`src/include/stc_pkg.sv`:
```
// Package of constants and types for the sixteen-bit timer/counter
package stc_pkg;
  // ***********************************************************
  // Register byte addresses (AXI4-Lite, one word each)
  // ***********************************************************
  localparam logic [7:0] ADDR_CONTROL = 8'h00;
  localparam logic [7:0] ADDR_LOW = 8'h04;
  localparam logic [7:0] ADDR_HIGH = 8'h08;
  localparam logic [7:0] ADDR_STATUS = 8'h0c;
  localparam logic [7:0] ADDR_IRQEN = 8'h10;
  localparam logic [7:0] ADDR_CMP_LO = 8'h14;
  localparam logic [7:0] ADDR_CMP_HI = 8'h18;
  localparam logic [7:0] ADDR_CMP_MODE = 8'h1c;
  localparam int ADDR_W = 8;
  // ***********************************************************
  // Control register fields
  // ***********************************************************
  localparam int BIT_RUN = 0;
  localparam int BIT_SRC = 1;
  localparam int BIT_NOSYNC = 2;
  localparam int BIT_OSCEN = 3;
  localparam int BIT_PS_LO = 4;
  localparam int BIT_PS_HI = 5;
  localparam int BIT_CLKSTAT = 6;
  localparam int BIT_WIDE = 7;
  localparam logic [7:0] CTRL_WR_MASK = 8'hbf;
  localparam logic [7:0] CTRL_RESET = 8'h00;
  localparam logic [15:0] COUNT_RESET = 16'h0000;
  localparam logic [15:0] COUNT_MAX = 16'hffff;
  localparam logic [3:0] CMP_MODE_RESET = 4'hb;
  localparam logic [1:0] QTR_LAST = 2'h3;
  localparam logic [1:0] RESP_OKAY = 2'h0;
  localparam logic [1:0] RESP_SLVERR = 2'h2;
  // ***********************************************************
  // Bus slave state
  // ***********************************************************
  typedef enum logic [1:0] {
    BUS_IDLE = 2'b00,
    BUS_WRESP = 2'b01,
    BUS_RRESP = 2'b10
  } stc_bus_type;
endpackage

```
`src/include/stc_edge_if.sv`:
```
// Interface carrying the synchronised edge detector's signals
`timescale 1ns/10ps
interface stc_edge_if;
  logic raw_in;
  logic rise_sync;
  logic rise_async;
  modport det (input raw_in, output rise_sync, output rise_async);
  modport use_side (output raw_in, input rise_sync, input rise_async);
endinterface

```
`src/hw/stc_edge_detect.sv`:
```
// Three-flop synchroniser and rising edge detector for the external clock
`timescale 1ns/10ps
module stc_edge_detect (
  input wire logic sys_clk,
  input wire logic sys_rst,
  stc_edge_if.det edge_io
);
  import stc_pkg::*;

  typedef struct packed {
    logic s1;
    logic s2;
    logic s3;
    logic fast_prev;
  } stc_edge_state_type;

  stc_edge_state_type st_r;
  stc_edge_state_type st_nxt;

  // Shift chain; s1 is read only by s2
  always_comb begin
    st_nxt = st_r;
    st_nxt.s1 = edge_io.raw_in;
    st_nxt.s2 = st_r.s1;
    st_nxt.s3 = st_r.s2;
    st_nxt.fast_prev = st_r.s2;
  end

  always_ff @(posedge sys_clk) begin
    if (sys_rst) begin
      st_r <= '0;
    end else begin
      st_r <= st_nxt;
    end
  end

  // Synchronised edge: second flop sees the new high level while the third is still low
  assign edge_io.rise_sync = st_r.s2 & ~st_r.s3;
  // Unsynchronised path: fast_prev always equals s3, so it fires in the same cycle as the synchronised edge
  assign edge_io.rise_async = st_r.s2 & ~st_r.fast_prev & ~st_r.s3;
endmodule // stc_edge_detect

```
`src/hw/stc_timer.sv`:
```
// Sixteen-bit timer/counter with AXI4-Lite register slave
// Notes on behaviour
// Counter advances only while run enable (bit 0) is set.
// Source 0 counts instruction cycles; source 1 counts external rising edges.
// Sync-disable bit picks synchronised or raw external edges; ignored internally. Here both choices give the same flopped edge.
// Prescale field divides input by 1, 2, 4 or 8.
// Oscillator enable starts or stops oscillator, independent of run enable.
// Wide-access bit selects buffered 16-bit or plain 8-bit access.
// Wide mode: low-byte read copies live high byte into buffer; high reads buffer.
// Wide mode: high writes go to buffer; low write loads both bytes.
// Low write clears prescaler; high write leaves it alone.
// Clock-status bit reads 1 while oscillator supplies system clock.
// While running, oscillator pins are inputs and port reads return 0.
// Counts 0000h to FFFFh, wraps, sets sticky flag; request only if enabled.
// Compare mode 1011 match resets counter, acting as period register.
// Compare reset reliable only in timer or synchronous counter mode.
// Software counter write wins over a coincident compare reset.
// Compare reset never sets the overflow flag.
// Enabled oscillator keeps running in all power modes, sleep included.
// Software waits its own start-up delay after enabling the oscillator.
// Writable control bits and clock status are 0 after reset.
// Synchronised external clock passes flops before edge detection.
// In 8-bit mode high byte address reaches live counter directly.
//
// Implementation choices: the placing of the registers and the AXI4-Lite register port.
`timescale 1ns/10ps
module stc_timer (
  input wire logic sys_clk,
  input wire logic sys_rst,
  input wire logic [stc_pkg::ADDR_W-1:0] s_axi_awaddr,
  input wire logic s_axi_awvalid,
  output logic s_axi_awready,
  input wire logic [31:0] s_axi_wdata,
  input wire logic [3:0] s_axi_wstrb,
  input wire logic s_axi_wvalid,
  output logic s_axi_wready,
  output logic [1:0] s_axi_bresp,
  output logic s_axi_bvalid,
  input wire logic s_axi_bready,
  input wire logic [stc_pkg::ADDR_W-1:0] s_axi_araddr,
  input wire logic s_axi_arvalid,
  output logic s_axi_arready,
  output logic [31:0] s_axi_rdata,
  output logic [1:0] s_axi_rresp,
  output logic s_axi_rvalid,
  input wire logic s_axi_rready,
  input wire logic ext_clk_in,
  input wire logic sysclk_from_lp_osc,
  input wire logic compare_match,
  output logic lp_osc_run,
  output logic osc_pins_force_input,
  output logic overflow_irq
);
  import stc_pkg::*;

  // ***********************************************************
  // State
  // ***********************************************************
  typedef struct packed {
    stc_bus_type bus;
    logic aw_got;
    logic w_got;
    logic [ADDR_W-1:0] waddr;
    logic [31:0] wdata;
    logic [3:0] wstrb;
    logic [ADDR_W-1:0] raddr;
    logic awready;
    logic wready;
    logic arready;
    logic bvalid;
    logic [1:0] bresp;
    logic rvalid;
    logic [31:0] rdata;
    logic [1:0] rresp;
    logic [7:0] ctrl;
    logic [15:0] count;
    logic [7:0] high_buf;
    logic [2:0] pre;
    logic [1:0] qtr;
    logic ovf_flag;
    logic ovf_ie;
    logic [15:0] cmp_val;
    logic [3:0] cmp_mode;
    logic clk_stat_s1;
    logic clk_stat_s2;
    logic clk_stat_s3;
    logic clk_stat;
    logic irq;
    logic osc_run;
    logic pins_in;
  } stc_state_type;

  stc_state_type st_r;
  stc_state_type st_nxt;

  stc_edge_if edge_bus ();

  assign edge_bus.raw_in = ext_clk_in;

  // External clock synchroniser and edge detect
  stc_edge_detect u_edge (
    .sys_clk(sys_clk),
    .sys_rst(sys_rst),
    .edge_io(edge_bus)
  );

  // ***********************************************************
  // Counter input selection
  // ***********************************************************
  logic inst_tick;
  logic ext_tick;
  logic src_tick;
  logic pre_out;
  logic [2:0] pre_mask;

  always_comb begin
    inst_tick = (st_r.qtr == QTR_LAST);
    ext_tick = st_r.ctrl[BIT_NOSYNC] ? edge_bus.rise_async : edge_bus.rise_sync;
    src_tick = st_r.ctrl[BIT_SRC] ? ext_tick : inst_tick;
    // Prescale: pass every 2^n-th input tick
    case (st_r.ctrl[BIT_PS_HI:BIT_PS_LO])
      2'b00: pre_mask = 3'h0;
      2'b01: pre_mask = 3'h1;
      2'b10: pre_mask = 3'h3;
      2'b11: pre_mask = 3'h7;
      default: pre_mask = 3'h0;
    endcase
    pre_out = src_tick && ((st_r.pre & pre_mask) == pre_mask);
  end

  // ***********************************************************
  // Main next-state logic
  // ***********************************************************
  logic wr_fire;
  logic rd_fire;
  logic wr_low;
  logic wr_high;
  logic cmp_reset;
  logic cnt_write;
  logic ovf_set;
  logic [31:0] rd_val;
  logic rd_ok;

  always_comb begin
    st_nxt = st_r;
    wr_fire = st_r.aw_got && st_r.w_got && (st_r.bus == BUS_IDLE);
    rd_fire = s_axi_arvalid && st_r.arready;
    wr_low = wr_fire && (st_r.waddr == ADDR_LOW) && st_r.wstrb[0];
    wr_high = wr_fire && (st_r.waddr == ADDR_HIGH) && st_r.wstrb[0];
    // Async mode cannot promise the compare reset, so it is skipped there
    cmp_reset = compare_match && (st_r.cmp_mode == CMP_MODE_RESET)
                && !(st_r.ctrl[BIT_SRC] && st_r.ctrl[BIT_NOSYNC]);
    // Counter write in the trigger's cycle drops the reset; wrap set beats clear
    cnt_write = wr_low || (wr_high && !st_r.ctrl[BIT_WIDE]);
    ovf_set = st_r.ctrl[BIT_RUN] && pre_out && (st_r.count == COUNT_MAX);
    rd_val = 32'h0;
    rd_ok = 1'b1;

    // Instruction clock is sys_clk divided by four
    st_nxt.qtr = st_r.qtr + 2'h1;

    // Write address and data taken in either order
    st_nxt.awready = !st_r.aw_got && !s_axi_awvalid ? 1'b1 : st_r.awready;
    if (s_axi_awvalid && st_r.awready) begin
      st_nxt.aw_got = 1'b1;
      st_nxt.waddr = s_axi_awaddr;
      st_nxt.awready = 1'b0;
    end
    if (s_axi_wvalid && st_r.wready) begin
      st_nxt.w_got = 1'b1;
      st_nxt.wdata = s_axi_wdata;
      st_nxt.wstrb = s_axi_wstrb;
      st_nxt.wready = 1'b0;
    end

    // Counting, prescaler and overflow
    if (st_r.ctrl[BIT_RUN] && src_tick) begin
      st_nxt.pre = st_r.pre + 3'h1;
      if (pre_out) begin
        st_nxt.pre = 3'h0;
        st_nxt.count = st_r.count + 16'h0001;
        if (st_r.count == COUNT_MAX) begin
          st_nxt.ovf_flag = 1'b1;
        end
      end
    end
    // Compare reset does not touch the overflow flag
    if (cmp_reset && !cnt_write) begin
      st_nxt.count = COUNT_RESET;
    end

    // Register writes; a write after the count update wins
    if (wr_fire) begin
      st_nxt.bus = BUS_WRESP;
      st_nxt.bvalid = 1'b1;
      st_nxt.bresp = RESP_OKAY;
      st_nxt.aw_got = 1'b0;
      st_nxt.w_got = 1'b0;
      case (st_r.waddr)
        ADDR_CONTROL: begin
          if (st_r.wstrb[0]) begin
            st_nxt.ctrl = st_r.wdata[7:0] & CTRL_WR_MASK;
          end
        end
        ADDR_LOW: begin
          if (wr_low) begin
            st_nxt.count[7:0] = st_r.wdata[7:0];
            st_nxt.pre = 3'h0;
            if (st_r.ctrl[BIT_WIDE]) begin
              st_nxt.count[15:8] = st_r.high_buf;
            end
          end
        end
        ADDR_HIGH: begin
          if (wr_high) begin
            // Prescaler count is left as it is
            if (st_r.ctrl[BIT_WIDE]) begin
              st_nxt.high_buf = st_r.wdata[7:0];
            end else begin
              st_nxt.count[15:8] = st_r.wdata[7:0];
            end
          end
        end
        ADDR_STATUS: begin
          // Write one to clear; a same-cycle overflow keeps the flag
          if (st_r.wstrb[0] && st_r.wdata[0] && !ovf_set) begin
            st_nxt.ovf_flag = 1'b0;
          end
        end
        ADDR_IRQEN: begin
          if (st_r.wstrb[0]) begin
            st_nxt.ovf_ie = st_r.wdata[0];
          end
        end
        ADDR_CMP_LO: begin
          if (st_r.wstrb[0]) begin
            st_nxt.cmp_val[7:0] = st_r.wdata[7:0];
          end
        end
        ADDR_CMP_HI: begin
          if (st_r.wstrb[0]) begin
            st_nxt.cmp_val[15:8] = st_r.wdata[7:0];
          end
        end
        ADDR_CMP_MODE: begin
          if (st_r.wstrb[0]) begin
            st_nxt.cmp_mode = st_r.wdata[3:0];
          end
        end
        default: begin
          st_nxt.bresp = RESP_SLVERR;
        end
      endcase
    end

    // Register reads
    case (s_axi_araddr)
      ADDR_CONTROL: rd_val = {24'h0, st_r.ctrl[7], st_r.clk_stat, st_r.ctrl[5:0]};
      ADDR_LOW: rd_val = {24'h0, st_r.count[7:0]};
      ADDR_HIGH: rd_val = {24'h0, st_r.ctrl[BIT_WIDE] ? st_r.high_buf : st_r.count[15:8]};
      ADDR_STATUS: rd_val = {31'h0, st_r.ovf_flag};
      ADDR_IRQEN: rd_val = {31'h0, st_r.ovf_ie};
      ADDR_CMP_LO: rd_val = {24'h0, st_r.cmp_val[7:0]};
      ADDR_CMP_HI: rd_val = {24'h0, st_r.cmp_val[15:8]};
      ADDR_CMP_MODE: rd_val = {28'h0, st_r.cmp_mode};
      default: rd_ok = 1'b0;
    endcase
    if (rd_fire) begin
      st_nxt.bus = BUS_RRESP;
      st_nxt.arready = 1'b0;
      st_nxt.rvalid = 1'b1;
      st_nxt.rdata = rd_val;
      st_nxt.rresp = rd_ok ? RESP_OKAY : RESP_SLVERR;
      // Snapshot of the live high byte makes a consistent 16-bit read
      if (s_axi_araddr == ADDR_LOW && st_r.ctrl[BIT_WIDE]) begin
        st_nxt.high_buf = st_r.count[15:8];
      end
    end

    // Response channels and idle readiness
    case (st_r.bus)
      BUS_IDLE: begin
        if (!rd_fire && !wr_fire) begin
          st_nxt.arready = !st_r.aw_got && !st_r.w_got;
          st_nxt.awready = !st_r.aw_got && !(s_axi_awvalid && st_r.awready);
          st_nxt.wready = !st_r.w_got && !(s_axi_wvalid && st_r.wready);
        end else begin
          st_nxt.awready = 1'b0;
          st_nxt.wready = 1'b0;
          st_nxt.arready = 1'b0;
        end
      end
      BUS_WRESP: begin
        if (s_axi_bready) begin
          st_nxt.bvalid = 1'b0;
          st_nxt.bus = BUS_IDLE;
        end
      end
      BUS_RRESP: begin
        if (s_axi_rready) begin
          st_nxt.rvalid = 1'b0;
          st_nxt.bus = BUS_IDLE;
        end
      end
      default: st_nxt.bus = BUS_IDLE;
    endcase

    // Clock-status input crosses domains through three flops
    st_nxt.clk_stat_s1 = sysclk_from_lp_osc;
    st_nxt.clk_stat_s2 = st_r.clk_stat_s1;
    st_nxt.clk_stat_s3 = st_r.clk_stat_s2;
    if (st_r.clk_stat_s2 == st_r.clk_stat_s3) begin
      st_nxt.clk_stat = st_r.clk_stat_s3;
    end
    // Oscillator enable is not gated by run, so it survives sleep
    st_nxt.osc_run = st_nxt.ctrl[BIT_OSCEN];
    st_nxt.pins_in = st_nxt.ctrl[BIT_RUN];
    st_nxt.irq = st_nxt.ovf_flag && st_nxt.ovf_ie;
  end

  // Synchronous reset clears all control state
  always_ff @(posedge sys_clk) begin
    if (sys_rst) begin
      st_r <= '0;
    end else begin
      st_r <= st_nxt;
    end
  end

  // ***********************************************************
  // Outputs, all straight from flops
  // ***********************************************************
  assign s_axi_awready = st_r.awready;
  assign s_axi_wready = st_r.wready;
  assign s_axi_bvalid = st_r.bvalid;
  assign s_axi_bresp = st_r.bresp;
  assign s_axi_arready = st_r.arready;
  assign s_axi_rvalid = st_r.rvalid;
  assign s_axi_rdata = st_r.rdata;
  assign s_axi_rresp = st_r.rresp;
  assign lp_osc_run = st_r.osc_run;
  assign osc_pins_force_input = st_r.pins_in;
  assign overflow_irq = st_r.irq;

  // ***********************************************************
  // Assertions
  // ***********************************************************
  chk_hold_stopped: assert property (@(posedge sys_clk) disable iff (sys_rst)
    (!st_r.ctrl[BIT_RUN] && !wr_fire && !cmp_reset) |=> (st_r.count == $past(st_r.count)))
    else $error("counter moved while stopped");
  chk_wrap_flag: assert property (@(posedge sys_clk) disable iff (sys_rst)
    (st_r.count == COUNT_MAX && st_r.ctrl[BIT_RUN] && pre_out && !wr_fire && !cmp_reset)
    |=> (st_r.count == COUNT_RESET && st_r.ovf_flag))
    else $error("wrap did not set flag");
  chk_irq_gate: assert property (@(posedge sys_clk) disable iff (sys_rst)
    overflow_irq == (st_r.ovf_flag && st_r.ovf_ie))
    else $error("irq without enable");
  chk_set_wins: assert property (@(posedge sys_clk) disable iff (sys_rst)
    ovf_set |=> st_r.ovf_flag)
    else $error("overflow lost to flag clear");
  chk_cmp_clear: assert property (@(posedge sys_clk) disable iff (sys_rst)
    (cmp_reset && !wr_fire) |=> (st_r.count == COUNT_RESET))
    else $error("compare reset missed");
  chk_cmp_noflag: assert property (@(posedge sys_clk) disable iff (sys_rst)
    (cmp_reset && !st_r.ovf_flag && !pre_out) |=> !st_r.ovf_flag)
    else $error("compare reset set flag");
  chk_write_wins: assert property (@(posedge sys_clk) disable iff (sys_rst)
    (cmp_reset && wr_low) |=> (st_r.count[7:0] == $past(st_r.wdata[7:0])))
    else $error("write lost to compare reset");
  chk_pre_clear: assert property (@(posedge sys_clk) disable iff (sys_rst)
    wr_low |=> (st_r.pre == 3'h0))
    else $error("prescaler not cleared");
  chk_snap_high: assert property (@(posedge sys_clk) disable iff (sys_rst)
    (rd_fire && s_axi_araddr == ADDR_LOW && st_r.ctrl[BIT_WIDE]) |=> (st_r.high_buf == $past(st_r.count[15:8])))
    else $error("high byte not captured");
  chk_pins_input: assert property (@(posedge sys_clk) disable iff (sys_rst)
    st_r.ctrl[BIT_RUN] |-> osc_pins_force_input)
    else $error("pins not forced to input");
endmodule // stc_timer

```
`config.mk`:
```
export PLATFORM = sky130hd
export DESIGN_NAME = stc_timer
export DESIGN_NICKNAME = d
export VERILOG_FILES = /design/src/include/stc_pkg.sv /design/src/include/stc_edge_if.sv /design/src/hw/stc_edge_detect.sv /design/src/hw/stc_timer.sv
export SDC_FILE = /design/constraint.sdc
export NUM_CORES = 1
export LEC_CHECK = 0
export ABC_AREA = 1
export ABC_CLOCK_PERIOD_IN_PS = 2330
export CORE_MARGIN = 2
export CORE_UTILIZATION = 64
export CTS_CLUSTER_SIZE = 16
export DETAILED_ROUTE_END_ITERATION = 16
export DONT_BUFFER_PORTS = 1
export GPL_ROUTABILITY_DRIVEN = 0
export PLACE_DENSITY = 0.8
export SLEW_MARGIN = 20
export SYNTH_ARGS = -nofsm -noshare
export SYNTH_HDL_FRONTEND = slang
export SYNTH_HIERARCHICAL = 1
export SYNTH_SLANG_ARGS = --single-unit
export TNS_END_PERCENT = 5
```
`constraint.sdc`:
```
create_clock -name sys_clk -period 2.33 [get_ports sys_clk]
set_input_delay 0.466 -clock sys_clk [delete_from_list [all_inputs] [get_ports sys_clk]]
set_output_delay 0.466 -clock sys_clk [all_outputs]
set_load 0.01 [all_outputs]
```
==> flow_metrics.py <==
metrics = {
    "logic_synthesis": {
        "muxShareOfSynthArea_pct": 0,
        "synthXorXnorAreaFrac_pct": 1.157,
        "synthAdderAreaFrac_pct": 0.7085,
        "synth.distinct_cells": 49,
        "synth_seq_cells": 102,
        "syn_inst": 724,
        "yosys_warnings": 6,
        "synth-edff-count": 0,
        "postSynth.asyncResetShare_pct": 0,
        "synth_compound_area_share_pct": 18.68,
        "syn-mean-instance-area_um2": 7.317,
        "ys_seq_area_share_pct": 38.55,
        "netlist_area_um2": 5298,
        "synth_top_flop_cell": "dfxtp_1",
        "synth_top_family_by_area": "simple AND/OR/NAND/NOR gates",
        "synthSimpleGateAreaFrac_pct": 27.14,
    },
    "global_routing": {
        "grt_antenna_before_repair": 0,
        "grt_max_degree": 55,
        "grt_pass1_wl_um": 21020,
        "grt-ovfl-total": 0,
        "first_global_vias": 4323,
        "grt_usage_pct": 30.45,
    },
    "floorplanning": {
        "coreArea_um2": 8134,
        "die_y_um": 94.98,
        "fp.dieW_um": 94.98,
        "num_io_pins": 106,
        "num_rows": 33,
        "initial_core_util_pct": 65.13,
        "dieArea_um2": 9021,
    },
    "timing": {
        "skew_ns": 0.009327,
        "rsz0062_at_grt": "no",
        "hold_viol": 0,
        "slew_violations": 0,
        "setup_violations": 0,
        "fin_crit_sh_pct": 88.28,
        "tightest_slew_ns": 0.6414,
        "fmax_mhz": 486.2,
        "period_minus_slack_ns": 2.057,
        "max_slew_margin_pct": 57.08,
        "setup_tns_ns": 0,
    },
    "setup_path": {
        "critPathKind": "flop to flop",
        "path_cells": "inv_1, nor2_1, nand2_1, nand3_1, nand2_2, nor2_4, buf_4, nand3_1, nand3_1, nor2_1, nor2_1, nand3_1, nand2_1, inv_1",
        "cp.arrival_ns": 2.35,
        "cp_max_fo": 13,
        "r2r_end": "st_r[55]$_SDFF_PP0_",
        "r2r_setup_slack_ns": 0.27,
        "rr_worst_depth": 14,
        "crit_start": "u_edge/st_nxt[0]$_SDFF_PP0_",
        "slowest_stage": "nor2_4",
        "cp-end-kind": "flop",
        "start_kind": "flop",
        "worstPathRequired_ns": 2.62,
        "path_common_cell": "nand3_1",
        "critical_path.max_stage_delay_ns": 0.34,
        "r2r_start": "u_edge/st_nxt[0]$_SDFF_PP0_",
    },
    "outcome": {
        "status": "finished, final reports clean",
    },
    "pwr": {
        "pwr-share-seq_pct": 55.2,
        "p_clk_share_pct": 36.8,
        "power_mw": 3.366,
        "ir_drop_mv": 0.3941,
        "combPwrFrac_pct": 8.0,
        "power_density_nw_per_um2": 623.4,
        "sw_frac_of_total_pct": 28.76,
        "p_int_mw": 2.398,
        "p_switching_mw": 0.9680,
        "leakage_nw": 2.184,
    },
    "worst_hold_path": {
        "hold_path_class": "input port to flop",
        "worstHoldStart": "sys_rst",
        "holdPathEnd": "u_edge/st_nxt[0]$_SDFF_PP0_",
        "min_path_cells": 1,
    },
    "placed_design": {
        "placed_area_um2": 5170,
        "io_buffers": 0,
        "post-dp-hpwl_um": 9687,
    },
    "run": {
        "drv_cap": 0,
    },
    "cells_and_area": {
        "nFillCells": 708,
        "drive_above_1_share_pct": 8.006,
        "areaGrowthSynthToFinish_pct": 1.913,
        "nets": 772,
        "fin_area_um2": 5399,
        "antenna_cells": 0,
    },
    "drt": {
        "drt_iter0_drc": 433,
        "drt-total-wl_um": 13220,
        "drtAntennaViolNets": 0,
        "vias": 4804,
        "wire_per_inst_um": 16.18,
        "drt_first_pass_iters": 5,
        "drc": 0,
        "vias_per_cell": 5.880,
    },
    "clock_tree": {
        "insertion_delay_ns": 0.39,
        "cts-root-buf": "clkbuf_8",
        "post-cts-setup-buffers": 0,
        "path_clk_slew_ns": 0.11,
        "cts_tree": "yes",
        "cts_buffers": 9,
        "cts_hold_buf": 0,
        "h-tree-depth": 3,
        "clock_sinks": 102,
        "clk_path_buf_depth": 2,
        "cts_resized": 0,
    },
}
-- cells by family (layout without fill, tap and decap cells) --
logic type | count (synthesis) | count (layout)
AOI/OAI and AO/OA | 157 | 157
adders and majority gates | 3 | 3
and+or+nand+nor | 309 | 309
xor gates and xnor gates | 7 | 7
other | 1 | 26
buffers and inverters | 145 | 108
DFF | 102 | 102
-- area by class of cell --
class / count / area [um2] / area share (%)
Clock inverter: 7 / 105.1 / 1.947
Timing Repair Buffer: 6 / 45.04 / 0.8343
Sequential cell: 102 / 2042 / 37.82
Multi-Input combinational cell: 502 / 2624 / 48.60
Clock buffer: 9 / 123.9 / 2.294
Inverter: 86 / 327.8 / 6.072
Tap cell: 105 / 131.4 / 2.433
-- worst max-delay path: cells and delay by family, from the launching register on --
kind / cells / cell delay (ns)
flip-flops: 1 / 0.32
buffers and inverters: 3 / 0.29
AND/OR/NAND/NOR: 11 / 1.33
-- sequential cells by signal, summed over array words and instances (netlist names) --
name / cells
st_r: 81
overflow_irq: 1
s_axi_bvalid: 1
u_edge/st_r: 1
s_axi_rresp: 1
s_axi_bresp: 1
st_nxt: 2
s_axi_rvalid: 1
s_axi_arready: 1
s_axi_rdata: 8
s_axi_wready: 1
u_edge/st_nxt: 2
s_axi_awready: 1
-- placed cells by master (no fill, tap or decap), drive strengths merged, types with 9 or more instances in the layout --
master    n
a211oi   29
a21oi    37
clkbuf    9
conb     26
dfxtp   102
inv      87
nand2   133
nand3    41
nand4    10
nor2    100
nor3     21
o21ai    54
-- metrics by stage --
stage               utilization, %  hold WS (ns)  worst slack [ns]  cells
floorplan                        -        0.3883            0.7136    749
global placement             63.56        0.3948            0.3982    801
detailed placement           63.56        0.3999            0.3137    801
CTS                          66.37        0.1185            0.2944    817
global route                 66.37        0.1040            0.1183    817
finish                       66.37        0.1270            0.2731    817
-- Yosys cell counts, types with 5 or more instances --
library cell | number | area share [%]
a211oi_1 | 25 | 3.5
a21oi_1 | 36 | 3.4
a311oi_1 | 8 | 1.3
a31oi_1 | 8 | 0.94
buf_4 | 38 | 5.4
clkbuf_1 | 14 | 0.99
dfxtp_1 | 102 | 39
inv_1 | 81 | 5.7
nand2_1 | 127 | 9.0
nand2_2 | 5 | 0.59
nand3_1 | 35 | 3.3
nand4_1 | 10 | 1.2
nor2_1 | 92 | 6.5
nor2_4 | 5 | 1.1
nor3_1 | 17 | 1.6
o21ai_0 | 52 | 4.9
xor2_1 | 7 | 1.2
-- worst max path at each step --
stage | cells past startpoint | slack [ns] | endpoint
2_1_floorplan | 8 | 0.71 | st_r[34]$_SDFF_PP0_
3_3_place_gp | 9 | 0.40 | s_axi_rdata[4]$_SDFFE_PP0P_
3_5_place_dp | 7 | 0.31 | st_r[36]$_SDFF_PP0_
4_1_cts | 14 | 0.29 | st_r[55]$_SDFF_PP0_
5_1_grt | 14 | 0.12 | st_r[55]$_SDFF_PP0_
6_report | 14 | 0.27 | st_r[55]$_SDFF_PP0_
-- power by group through the flow --
stage                     logic (mW)  registers [mW]  clock network (mW)
after floorplan                0.264            1.88                   0
after global placement         0.252            1.89                   0
after detailed placement       0.264            1.90                   0
after CTS                      0.265            1.86                1.25
after global routing           0.303            1.86                1.31
final                          0.269            1.86                1.24
-- metal layers --
metal	up-vias	global-route usage, %	share of wire (%)
met5	-	0	0
met4	0	10.51	2.5
met3	32	6.065	9.5
met2	279	49.53	46
met1	2187	40.41	42
li1	2306	-	-
No activity file was read; power rests on OpenSTA's default activity.
